==> src/core/tmon_defines.vh <==
// constants for the two-channel temperature monitor core
// assumes a 40 MHz core clock and an 8-bit axi4-lite byte address
`ifndef TMON_DEFINES_VH
`define TMON_DEFINES_VH
// clock and times
`define TM_CLK_MHZ   40
`define TM_TOUT_MS   25
`define TM_CONV_US   15500
`define TM_AVG_N     4'hf
// register byte offsets
`define TM_OFF_LVAL  8'h00
`define TM_OFF_RHI   8'h04
`define TM_OFF_RLO   8'h08
`define TM_OFF_STAT  8'h0c
`define TM_OFF_CFG   8'h10
`define TM_OFF_RATE  8'h14
`define TM_OFF_ARA   8'h18
`define TM_OFF_TOUT  8'h1c
`define TM_OFF_LIM0  8'h20
`define TM_LIM_LAST  4'h8
// limit indices
`define TM_L_LHI     4'h0
`define TM_L_LLO     4'h1
`define TM_L_LTH     4'h2
`define TM_L_RHIH    4'h3
`define TM_L_RHIL    4'h4
`define TM_L_RLOH    4'h5
`define TM_L_RLOL    4'h6
`define TM_L_RTH     4'h7
`define TM_L_HYST    4'h8
// reset values
`define TM_RST_HI    8'h55
`define TM_RST_LO    8'h00
`define TM_RST_HYST  8'h0a
`define TM_RST_RATE  4'h8
`define TM_RATE_MAX  4'ha
// field positions
`define TM_CFG_MASK  7
`define TM_CFG_STBY  6
// bus answers
`define TM_RESP_OK   2'h0
`define TM_RESP_ERR  2'h2
`endif

==> src/core/tmon_core.v <==
// two-channel temperature monitor core: converter sequencing, averaging,
// limit compare, status flags, alert and overtemp outputs, axi4-lite regs
// assumes an adc front end on i_clk and a serial clock pin from outside
`timescale 1ns/10ps
`include "tmon_defines.vh"

// Behaviour
// converter runs freely without host commands
// conversions alternate local and remote channel
// results go to their channel value register
// results compared against nine limit registers
// failed comparison sets its status flag
// any out-of-limit drives alert output low
// overtemp limit exceeded drives comparator low
// host writes limits and all settings
// host reads back every register
// standby, alert mask and rate controls
// reported value averages sixteen measurements
// one lsb equals one eighth degree
// values are two's complement numbers
// local and remote high byte whole degrees
// optional bus timeout, off after reset
// status bit layout busy down to local overtemp
// status read clears only vanished conditions
// alert latch cleared by alert address read
// config bit7 masks alert, bit6 standby
// compare only fully averaged results
module tmon_core #(
   parameter CONV_CYC = `TM_CONV_US * `TM_CLK_MHZ,        // fastest rate period
   parameter TOUT_CYC = `TM_TOUT_MS * 1000 * `TM_CLK_MHZ  // bus timeout
) (
   // clock and reset
   input  wire        i_clk,
   input  wire        i_rst_n,
   // axi4-lite write
   input  wire [7:0]  i_awaddr,
   input  wire        i_awvalid,
   output reg         o_awready,
   input  wire [31:0] i_wdata,
   input  wire [3:0]  i_wstrb,
   input  wire        i_wvalid,
   output reg         o_wready,
   output reg  [1:0]  o_bresp,
   output reg         o_bvalid,
   input  wire        i_bready,
   // axi4-lite read
   input  wire [7:0]  i_araddr,
   input  wire        i_arvalid,
   output reg         o_arready,
   output reg  [31:0] o_rdata,
   output reg  [1:0]  o_rresp,
   output reg         o_rvalid,
   input  wire        i_rready,
   // converter front end
   output reg         o_adc_start,
   output reg         o_adc_remote,
   input  wire        i_adc_done,
   input  wire [10:0] i_adc_code,
   input  wire        i_remote_open,
   // serial bus clock pin and timeout release
   input  wire        i_serial_clk_pin,
   output reg         o_bus_release,
   // open-drain alarm outputs
   output reg         o_alert_n,
   output reg         o_overtemp_comparator_n
);
   localparam S_WAIT  = 3'h0;   // rate timer running
   localparam S_START = 3'h1;   // kick one measurement
   localparam S_CONV  = 3'h2;   // wait for measurement
   localparam S_STORE = 3'h3;   // write value register
   localparam S_CMP   = 3'h4;   // limit compare

   // register hit decode, shared by read and write paths
   function hit;
      input [7:0] a;
      input [7:0] off;
      begin
         hit = (a == off);
      end
   endfunction

   // limit index decode, shared by read and write paths
   function [4:0] lim_idx;
      input [7:0] a;
      reg   [7:0] d;
      begin
         d       = a - `TM_OFF_LIM0;
         lim_idx = {(a >= `TM_OFF_LIM0) && (d[7:2] <= {2'h0, `TM_LIM_LAST})
                    && (d[1:0] == 2'h0), d[5:2]};
      end
   endfunction

   reg  [2:0]  state;          // sequencer state
   reg         chan_remote;    // channel being measured
   reg  [31:0] timer;          // rate countdown
   reg  [3:0]  avg_cnt;        // samples taken
   reg  [14:0] acc;            // signed sum of samples
   reg  [7:0]  lval;           // local whole degrees
   reg  [7:0]  rhi;            // remote whole degrees
   reg  [7:0]  rlo;            // remote fraction, bits 7:5
   reg  [7:0]  lim [0:8];      // limit registers
   reg         cfg_mask;       // alert masked
   reg         cfg_stby;       // standby
   reg  [3:0]  rate;           // conversion rate code
   reg         tout_en;        // bus timeout enable
   reg  [4:0]  cond;           // live trip conditions, bits 6:2
   reg  [4:0]  flags;          // sticky status flags, bits 6:2
   reg         th_r;           // remote overtemp state
   reg         th_l;           // local overtemp state
   reg         alert_latch;    // alert interrupt latch
   reg  [1:0]  scl_sync;       // pin synchroniser
   reg  [31:0] tout_cnt;       // serial clock low time
   reg  [31:0] rdat;           // read mux
   reg         rd_ok;          // read address mapped
   reg  [4:0]  wl;             // write limit decode
   reg  [4:0]  rl;             // read limit decode
   reg  [7:0]  aw_q;           // held write address
   reg  [31:0] w_q;            // held write data
   reg  [3:0]  ws_q;           // held write strobes
   wire        wr_go;          // write happens this edge
   wire        rd_go;          // read taken this edge
   wire [14:0] avg_full;       // rounded-down average
   wire [10:0] avg;            // averaged code, eighths
   wire [10:0] rval;           // remote value, eighths
   wire [3:0]  rate_cl;        // rate clamped to fastest
   integer     k;

   assign wr_go    = ~o_awready & ~o_wready & ~o_bvalid;
   assign rd_go    = i_arvalid & o_arready;
   assign avg_full = $signed(acc) >>> 4;
   assign avg      = avg_full[10:0];
   assign rval     = {rhi, rlo[7:5]};
   assign rate_cl  = (rate > `TM_RATE_MAX) ? `TM_RATE_MAX : rate;

   // read data mux
   always @* begin
      rl    = lim_idx(i_araddr);
      rd_ok = 1'b1;
      rdat  = 32'h0;
      if (hit(i_araddr, `TM_OFF_LVAL))
         rdat[7:0] = lval;
      else if (hit(i_araddr, `TM_OFF_RHI))
         rdat[7:0] = rhi;
      else if (hit(i_araddr, `TM_OFF_RLO))
         rdat[7:0] = rlo;
      else if (hit(i_araddr, `TM_OFF_STAT))
         rdat[7:0] = {state != S_WAIT, flags, th_r, th_l};
      else if (hit(i_araddr, `TM_OFF_CFG))
         rdat[7:0] = {cfg_mask, cfg_stby, 6'h00};
      else if (hit(i_araddr, `TM_OFF_RATE))
         rdat[3:0] = rate;
      else if (hit(i_araddr, `TM_OFF_ARA))
         rdat[0] = alert_latch;
      else if (hit(i_araddr, `TM_OFF_TOUT))
         rdat[0] = tout_en;
      else if (rl[4])
         rdat[7:0] = lim[rl[3:0]];
      else
         rd_ok = 1'b0;
   end

   // axi write channel: both address and data, then response
   always @(posedge i_clk or negedge i_rst_n) begin
      if (!i_rst_n) begin
         o_awready <= 1'b1;
         o_wready  <= 1'b1;
         o_bvalid  <= 1'b0;
         o_bresp   <= `TM_RESP_OK;
      end else begin
         if (i_awvalid & o_awready)
            o_awready <= 1'b0;
         if (i_wvalid & o_wready)
            o_wready <= 1'b0;
         if (wr_go) begin
            o_bvalid <= 1'b1;
            o_bresp  <= (wl[4] || hit(aw_q, `TM_OFF_CFG) || hit(aw_q, `TM_OFF_RATE)
                         || hit(aw_q, `TM_OFF_TOUT)) ? `TM_RESP_OK : `TM_RESP_ERR;
         end
         if (o_bvalid & i_bready) begin
            o_bvalid  <= 1'b0;
            o_awready <= 1'b1;
            o_wready  <= 1'b1;
         end
      end
   end

   // capture write payloads
   always @(posedge i_clk or negedge i_rst_n) begin
      if (!i_rst_n) begin
         aw_q <= 8'h00;
         w_q  <= 32'h0;
         ws_q <= 4'h0;
      end else begin
         if (i_awvalid & o_awready)
            aw_q <= i_awaddr;
         if (i_wvalid & o_wready) begin
            w_q  <= i_wdata;
            ws_q <= i_wstrb;
         end
      end
   end

   always @* wl = lim_idx(aw_q);

   // host settings and limits; only byte lane 0 carries data
   always @(posedge i_clk or negedge i_rst_n) begin
      if (!i_rst_n) begin
         cfg_mask <= 1'b0;
         cfg_stby <= 1'b0;
         rate     <= `TM_RST_RATE;
         tout_en  <= 1'b0;
         for (k = 0; k < 9; k = k + 1)
            lim[k] <= `TM_RST_HI;
         lim[`TM_L_LLO]  <= `TM_RST_LO;
         lim[`TM_L_RLOH] <= `TM_RST_LO;
         lim[`TM_L_RLOL] <= `TM_RST_LO;
         lim[`TM_L_RHIL] <= `TM_RST_LO;
         lim[`TM_L_HYST] <= `TM_RST_HYST;
      end else if (wr_go && ws_q[0]) begin
         if (hit(aw_q, `TM_OFF_CFG)) begin
            cfg_mask <= w_q[`TM_CFG_MASK];
            cfg_stby <= w_q[`TM_CFG_STBY];
         end else if (hit(aw_q, `TM_OFF_RATE))
            rate <= w_q[3:0];
         else if (hit(aw_q, `TM_OFF_TOUT))
            tout_en <= w_q[0];
         else if (wl[4])
            lim[wl[3:0]] <= w_q[7:0];
      end
   end

   // axi read channel; the answer follows the address by one edge
   always @(posedge i_clk or negedge i_rst_n) begin
      if (!i_rst_n) begin
         o_arready <= 1'b1;
         o_rvalid  <= 1'b0;
         o_rdata   <= 32'h0;
         o_rresp   <= `TM_RESP_OK;
      end else if (rd_go) begin
         o_arready <= 1'b0;
         o_rvalid  <= 1'b1;
         o_rdata   <= rdat;
         o_rresp   <= rd_ok ? `TM_RESP_OK : `TM_RESP_ERR;
      end else if (o_rvalid & i_rready) begin
         o_rvalid  <= 1'b0;
         o_arready <= 1'b1;
      end
   end

   // free-running conversion sequencer with sixteen-sample averaging
   always @(posedge i_clk or negedge i_rst_n) begin
      if (!i_rst_n) begin
         state        <= S_WAIT;
         chan_remote  <= 1'b0;
         timer        <= 32'h0;
         avg_cnt      <= 4'h0;
         acc          <= 15'h0;
         lval         <= 8'h00;
         rhi          <= 8'h00;
         rlo          <= 8'h00;
         o_adc_start  <= 1'b0;
         o_adc_remote <= 1'b0;
         cond         <= 5'h00;
         th_r         <= 1'b0;
         th_l         <= 1'b0;
      end else begin
         o_adc_start <= 1'b0;
         case (state)
            S_WAIT: begin
               // standby holds off conversions; bus stays live
               if (timer != 32'h0)
                  timer <= timer - 32'h1;
               else if (!cfg_stby) begin
                  state        <= S_START;
                  o_adc_remote <= chan_remote;
               end
            end
            S_START: begin
               o_adc_start <= 1'b1;
               state       <= S_CONV;
            end
            S_CONV: begin
               if (i_adc_done) begin
                  // sign-extend: codes are two's complement eighths
                  acc     <= acc + {{4{i_adc_code[10]}}, i_adc_code};
                  avg_cnt <= avg_cnt + 4'h1;
                  state   <= (avg_cnt == `TM_AVG_N) ? S_STORE : S_START;
               end
            end
            S_STORE: begin
               acc     <= 15'h0;
               avg_cnt <= 4'h0;
               if (chan_remote) begin
                  rhi <= avg[10:3];
                  rlo <= {avg[2:0], 5'h00};
               end else
                  lval <= avg[10:3];
               state <= S_CMP;
            end
            S_CMP: begin
               // compares see only finished, stored values
               if (chan_remote) begin
                  cond[2] <= $signed(rval) > $signed({lim[`TM_L_RHIH], lim[`TM_L_RHIL][7:5]});
                  cond[1] <= $signed(rval) <= $signed({lim[`TM_L_RLOH], lim[`TM_L_RLOL][7:5]});
                  cond[0] <= i_remote_open;
                  if ($signed(rhi) > $signed(lim[`TM_L_RTH]))
                     th_r <= 1'b1;
                  else if ($signed(rhi) <= $signed(lim[`TM_L_RTH] - lim[`TM_L_HYST]))
                     th_r <= 1'b0;
               end else begin
                  cond[4] <= $signed(lval) > $signed(lim[`TM_L_LHI]);
                  cond[3] <= $signed(lval) <= $signed(lim[`TM_L_LLO]);
                  if ($signed(lval) > $signed(lim[`TM_L_LTH]))
                     th_l <= 1'b1;
                  else if ($signed(lval) <= $signed(lim[`TM_L_LTH] - lim[`TM_L_HYST]))
                     th_l <= 1'b0;
               end
               chan_remote <= ~chan_remote;
               timer       <= CONV_CYC << (`TM_RATE_MAX - rate_cl);
               state       <= S_WAIT;
            end
            default: state <= S_WAIT;
         endcase
      end
   end

   // sticky flags: a status read drops only vanished conditions, set wins
   always @(posedge i_clk or negedge i_rst_n) begin
      if (!i_rst_n)
         flags <= 5'h00;
      else if (rd_go && hit(i_araddr, `TM_OFF_STAT))
         flags <= (flags & cond) | cond;
      else
         flags <= flags | cond;
   end

   // alert latch: status reads leave it, alert address read may clear it
   always @(posedge i_clk or negedge i_rst_n) begin
      if (!i_rst_n)
         alert_latch <= 1'b0;
      else if (|flags || |cond)
         alert_latch <= 1'b1;
      else if (rd_go && hit(i_araddr, `TM_OFF_ARA))
         alert_latch <= 1'b0;
   end

   // open-drain alarm pins, registered
   always @(posedge i_clk or negedge i_rst_n) begin
      if (!i_rst_n) begin
         o_alert_n               <= 1'b1;
         o_overtemp_comparator_n <= 1'b1;
      end else begin
         o_alert_n               <= ~(alert_latch & ~cfg_mask);
         o_overtemp_comparator_n <= ~(th_r | th_l);
      end
   end

   // serial clock pin: two-flop synchroniser, then stuck-low timeout
   always @(posedge i_clk or negedge i_rst_n) begin
      if (!i_rst_n) begin
         scl_sync      <= 2'h3;
         tout_cnt      <= 32'h0;
         o_bus_release <= 1'b0;
      end else begin
         scl_sync <= {scl_sync[0], i_serial_clk_pin};
         // a high clock ends the hold-off, so a release lasts until then
         if (!tout_en || scl_sync[1]) begin
            tout_cnt      <= 32'h0;
            o_bus_release <= 1'b0;
         end else if (tout_cnt >= TOUT_CYC - 1)
            o_bus_release <= 1'b1;
         else
            tout_cnt <= tout_cnt + 32'h1;
      end
   end

endmodule // tmon_core

==> config.mk <==
export PLATFORM = sky130hd
export DESIGN_NAME = tmon_core
export DESIGN_NICKNAME = d
export VERILOG_FILES = /design/src/core/tmon_core.v
export VERILOG_INCLUDE_DIRS = /design/src /design/src/core
export SDC_FILE = /design/constraint.sdc
export NUM_CORES = 1
export LEC_CHECK = 0
export CAP_MARGIN = 10
export CORE_MARGIN = 2
export CORE_UTILIZATION = 65
export DETAILED_ROUTE_END_ITERATION = 10
export DONT_BUFFER_PORTS = 1
export HOLD_SLACK_MARGIN = 0.12
export PLACE_DENSITY_LB_ADDON = 0.1
export SLEW_MARGIN = 10
export SYNTH_ARGS = -nofsm -noshare
export SYNTH_HDL_FRONTEND = slang
export SYNTH_SLANG_ARGS = --single-unit
==> constraint.sdc <==
create_clock -name i_clk -period 8.6 [get_ports i_clk]
set_input_delay 0.43 -clock i_clk [delete_from_list [all_inputs] [get_ports i_clk]]
set_output_delay 0.43 -clock i_clk [all_outputs]
set_load 0.01 [all_outputs]
[Word-level counts from Yosys, hierarchy flattened]
Index checks and enable logic that the tools add are counted.
Storage, ports and cells
  register bits: 239
  output and inout bits: 46
  logic and storage cells: 227
Cells by class
  order comparisons: 17
  bitwise operators: 26
  shift operators: 1
  reduce and logical (&&, ||, !) cells: 46
  equal/unequal tests: 20
  muxes and demuxes: 63
  add/subtract/negate cells: 9
Operator list (number)
  $mux W32: 3
  $bwmux W72: 1
  $mux W8: 9
  $pmux W32 S2: 1
  $eq A8 B5 Y1 const B: 7
  $add A32 B1 Y32 const B: 1
  $bmux W8 S4: 1
  $demux W8 S4: 1
  $ge A32 B20 Y1 const B: 1
  $reduce_bool A32 Y1: 1
  $shl A20 B4 Y32 const A: 1
  $sub A32 B1 Y32 const B: 1
  $mux W1: 30
  $pmux W15 S2: 1
  $gt A8 B8 Y1: 3
  $le A8 B8 Y1: 3
  $reduce_bool A2 Y1: 10
  $eq A8 B4 Y1 const B: 2
  $ge A8 B6 Y1 const B: 2
  $mux W4: 4
  $sub A8 B6 Y8 const B: 2
  $sub A8 B8 Y8: 2
  $add A15 B15 Y15: 1
  $mux W15: 1
  38 further kinds: 93

[Logic depth before layout (Yosys ltp)]
  depth in word-level cells: 14
  depth in mapped cells: 15

[Worst setup path before layout]
Ideal clock, no wire load.
  path type: register to register
  from: register lim[1] (netlist bit)
  to: register th_l
  setup time: 0.134 ns
  cell stages (with the launch flop): 16
  data arrival time: 2.796 ns
  buffers on the path: 0
  required time: 8.466 ns
  path slack: 5.670 ns
  cells stage by stage: dfstp_2 -> inv_1 -> ha_1 -> nor2b_1 -> o21ai_0 -> nand2b_1 -> nand3_1 -> and3b_1 -> xor2_1 -> ha_1 -> a21o_1 -> a211o_1 -> nor2b_1 -> a211oi_1 -> o31ai_1 -> o21ai_0
Between the ends
  word-level cells in the longest chain between the ends: 4
Ends and longest elaborated chain
  from (decl): line tmon_core.v:101  | reg [7:0] lim [0:8];
  from (signal, indexed assignment): line tmon_core.v:213  | lim[k] <= `TM_RST_HI;
  from (signal, indexed assignment): line tmon_core.v:214  | lim[`TM_L_LLO] <= `TM_RST_LO;
  from (signal, indexed assignment): line tmon_core.v:215  | lim[`TM_L_RLOH] <= `TM_RST_LO;
  $sub A8 B8 Y8: line tmon_core.v:315  | else if ($signed(lval) <= $signed(lim[`TM_L_LTH] - lim[`TM_L_HYST]))
  $le A8 B8 Y1: line tmon_core.v:315
  $reduce_bool A2 Y1 (no line)
  $reduce_and A3 Y1 (no line)
  to (signal assigned): line tmon_core.v:265  | th_l <= 1'b0;
  to (signal assigned): line tmon_core.v:314  | th_l <= 1'b1;
  to (signal assigned): line tmon_core.v:316  | th_l <= 1'b0;
  to (decl): line tmon_core.v:109  | reg th_l;
No other way between the ends.
A chain may end at the register's enable or synchronous reset.

[Final worst setup path]
  from: register rate[2]
  to: register timer[26]
Between the ends
  word-level cells in the longest chain between the ends: 5
Ends and longest elaborated chain
  from (decl): line tmon_core.v:104  | reg [3:0] rate;
  from (signal assigned): line tmon_core.v:210  | rate <= `TM_RST_RATE;
  from (signal assigned): line tmon_core.v:224  | rate <= w_q[3:0];
  $gt A4 B4 Y1 (no line)
  $mux W4 *: line tmon_core.v:133  | assign rate_cl = (rate > `TM_RATE_MAX) ? `TM_RATE_MAX : rate;
  $sub A4 B4 Y4 (no line) *
  $shl A20 B4 Y32 *: line tmon_core.v:319  | timer <= CONV_CYC << (`TM_RATE_MAX - rate_cl);
  $pmux W32 S2 *: line tmon_core.v:268  | case (state)
  to (signal assigned): line tmon_core.v:272  | timer <= timer - 32'h1;
  to (signal assigned): line tmon_core.v:319
  to (decl): line tmon_core.v:95  | reg [31:0] timer;
Every way passes the cells marked *; elsewhere a longest branch is shown, timed or not.

==> impl_metrics.json <==
{
  "num-fill-cells": 1701,
  "setup_tns_ps": 0,
  "final_cell_mix": "dfrtp_1 (211), nand2_1 (139), o21ai_0 (131), ha_1 (112)",
  "min_period_ps": 3520,
  "cp_max_fo": 36,
  "rr_worst_depth": 12,
  "port_buffers": 0,
  "netSwitchingFraction_pct": 37.8,
  "crit_chain": "o21ai_0, nand2_1, inv_1, ha_1, inv_1, ha_1, nor2b_1, nor2_1, a211oi_1, a31oi_1, o21ai_0, o21a_1",
  "cp.arrival_ps": 4000,
  "combinationalPowerShare_pct": 35.7,
  "mostFrequentLayoutCell": "dfrtp_1",
  "switchingPower_mw": 1.79,
  "hp-class": "input port to flop",
  "cp_slowest_cell": "ha_1",
  "core_area_um2": 22500,
  "drv_slew": 0,
  "critical_path_class": "flop to flop",
  "reg2reg_to": "timer[26]",
  "ant_nets": 0,
  "status": "finished, final reports clean",
  "synth_edf_count": 0,
  "synth_warnings": 0,
  "rows": 55,
  "register_area_um2": 5960,
  "die_width_um": 155,
  "ys_types": 77,
  "first_pass_iters": 6,
  "fmax_ghz": 0.284,
  "ios": 119,
  "layout.nets": 1734,
  "power.leakage_nw": 7.14,
  "worstHoldPathCells": 2,
  "startpoint_type": "flop",
  "diodes": 0,
  "crit_start": "rate[2]",
  "synthArstFlopShare_pct": 100,
  "end_kind": "flop",
  "initial_core_util_pct": 65.8,
  "clock_latency_ps": 550,
  "max_cap_viol_count": 0,
  "relSlewSlack_pct": 24.1,
  "wl_per_cell_um": 20.4,
  "clockPowerShare_pct": 26.2,
  "cts_resized": 0,
  "post_cts_buffers": 0,
  "track_usage_pct": 31.5,
  "grt_pass1_vias": 11200,
  "die-area_um2": 24000,
  "first_iter_violations": 1039,
  "r2r_setup_slack_ps": 5080,
  "synth_ff_type": "dfrtp_1",
  "root_buffer": "clkbuf_16",
  "cellInternalPower_mw": 2.94,
  "antenna_found_initial": 0,
  "multi_input_area_um2": 8130,
  "fin_util_pct": 71.9,
  "ys_ff_latch": 237,
  "cts.sinks": 237,
  "cpPeakStageDelay_ps": 950,
  "areaGrowthSynthToFinish_pct": 9.15,
  "setup.worst_path.end": "timer[26]",
  "gp_congestion": 0.973,
  "grt_max_degree": 238,
  "cts_max_level": 1,
  "cts_buffers": 27,
  "rsz0062_at_grt": "no",
  "clkTransAtPathRegs_ps": 60,
  "post_drt_via_cell_ratio": 6.44,
  "vdd_drop_max_uv": 218,
  "hpwlAfterDp_um": 26200,
  "synth_area_per_cell_um2": 9.56,
  "setup_viol": 0,
  "cp.required_ps": 9090,
  "dr_total_vias": 11900,
  "cts_tree": "done",
  "r2r-start": "rate[2]",
  "grt_overflow": 0,
  "synthCells": 1550,
  "final.period_utilization_pct": 40.9,
  "wl_um": 37700,
  "clock_skew_ps": 11.6,
  "grt_first_pass_wirelength_um": 60500,
  "ys_seq_area_share_pct": 40.2,
  "seqPwrFrac_pct": 38.1,
  "cellPowerDensity_nw_per_um2": 293,
  "tightest_slew_ps": 1140,
  "finalHoldViolCount": 0,
  "cts_buffer_depth": 3,
  "dieHeight_um": 155,
  "drive_gt1_share_pct": 13.1,
  "syn_area_um2": 14800,
  "drc_errors": 0
}
stage by stage:
step / cells / total power [mW] / hold WS (ps) / cell area [um2] / worst slack [ps]
3_3_place_gp: 1771 / 3.36 / 140 / 14900 / 5230
4_1_cts: 1851 / 4.73 / 129 / 16100 / 5170
2_1_floorplan: 1575 / 3.00 / 134 / 14900 / 5670
6_report: 1852 / 4.74 / 153 / 16200 / 5080
3_5_place_dp: 1771 / 3.43 / 141 / 14900 / 5200
5_1_grt: 1852 / 5.05 / 158 / 16200 / 4810
cells by family (layout without fill, tap and decap cells):
family                   count (synthesis)  in the layout  share of synthesized area, %
AO/OA/AOI/OAI                          382            382                          16.6
XOR/XNOR                                43             43                          2.54
adder cells (fa/ha/maj)                115            115                          9.86
buffers and inverters                  190            182                          5.67
flip-flops                             237            237                          40.2
multiplexers                           106            106                          9.04
other                                    1             26                        0.0253
AND/OR/NAND/NOR                        476            476                          16.0
cell usage after synthesis, types with 10 or more instances:
cell type / number / share of area (%)
xor2_1: 25 / 1.5
a31oi_1: 16 / 0.68
o211ai_1: 25 / 1.3
xnor2_1: 18 / 1.1
a211oi_1: 10 / 0.51
dfrtp_1: 211 / 36
buf_4: 26 / 1.3
inv_1: 91 / 2.3
and2_1: 18 / 0.76
nand2_1: 139 / 3.5
o21ai_0: 131 / 4.4
mux2_2: 83 / 6.3
clkbuf_1: 60 / 1.5
ha_1: 112 / 9.5
nor2b_1: 29 / 1.2
o21a_1: 19 / 0.96
nand4_1: 20 / 0.84
dfstp_2: 26 / 4.6
a21o_1: 16 / 0.81
nand2b_1: 15 / 0.63
nor3_1: 45 / 1.5
a21oi_1: 70 / 2.4
o31ai_1: 13 / 0.66
nand3_1: 34 / 1.1
nor4_1: 19 / 0.80
and3_1: 11 / 0.46
mux4_2: 14 / 2.1
nor2_1: 92 / 2.3
state kept, by name, indices dropped and copies added (netlist names), 5 cells and up:
name and cells:
o_rdata 8, rhi 8, cond 5, acc 15, w_q 8, tout_cnt 32
timer 32, lim 72, lval 8, flags 5, aw_q 8
power by group through the flow:
stage	combinational (mW)	clock (mW)	sequential, mW
after global routing	1.91	1.30	1.84
after detailed placement	1.62	0	1.81
after global placement	1.56	0	1.80
final	1.69	1.24	1.81
after floorplan	1.41	0	1.59
after CTS	1.68	1.25	1.79
per-layer routing:
layer	GRT usage [%]	vias to the layer above	part of all wire, %
met5	0	-	0
met4	10.4	0	3.5
met3	5.10	77	6.9
met2	49.1	438	45
met1	45.2	5836	44
li1	-	5576	-
layout make-up:
class / instances / area share (%)
flip-flops and latches: 237 / 36.9
multi-input cells: 1148 / 50.2
well taps: 285 / 2.20
inverters: 92 / 2.14
clock buffers: 32 / 4.48
repair buffers: 40 / 2.55
clock inverters: 18 / 1.51
how the worst min path moves through the flow:
| stage | start | endpoint | slack (ps) |
|---|---|---|---|
| floorplan | i_rst_n | acc[0] | 130 |
| global placement | i_rst_n | timer[3] | 140 |
| detailed placement | i_rst_n | timer[2] | 140 |
| CTS | i_adc_code[0] | acc[0] | 130 |
| global route | i_adc_code[0] | acc[0] | 160 |
| finish | i_adc_code[0] | acc[0] | 150 |
repair_timing:
item                                    4_1_cts  5_1_grt
hold endpoints to repair                    262        0
endpoints found under the setup margin        0        0
hold buffers                                 30        0
critical path, delay by kind of cell (launching register included):
| kind | cells | cell delay, ps |
|---|---|---|
| AO/OA/AOI/OAI | 5 | 910 |
| adder cells (fa/ha/maj) | 2 | 1210 |
| buffers and inverters | 2 | 300 |
| flip-flops | 1 | 500 |
| AND/OR/NAND/NOR | 3 | 520 |
(Power assumes the default switching activity.)
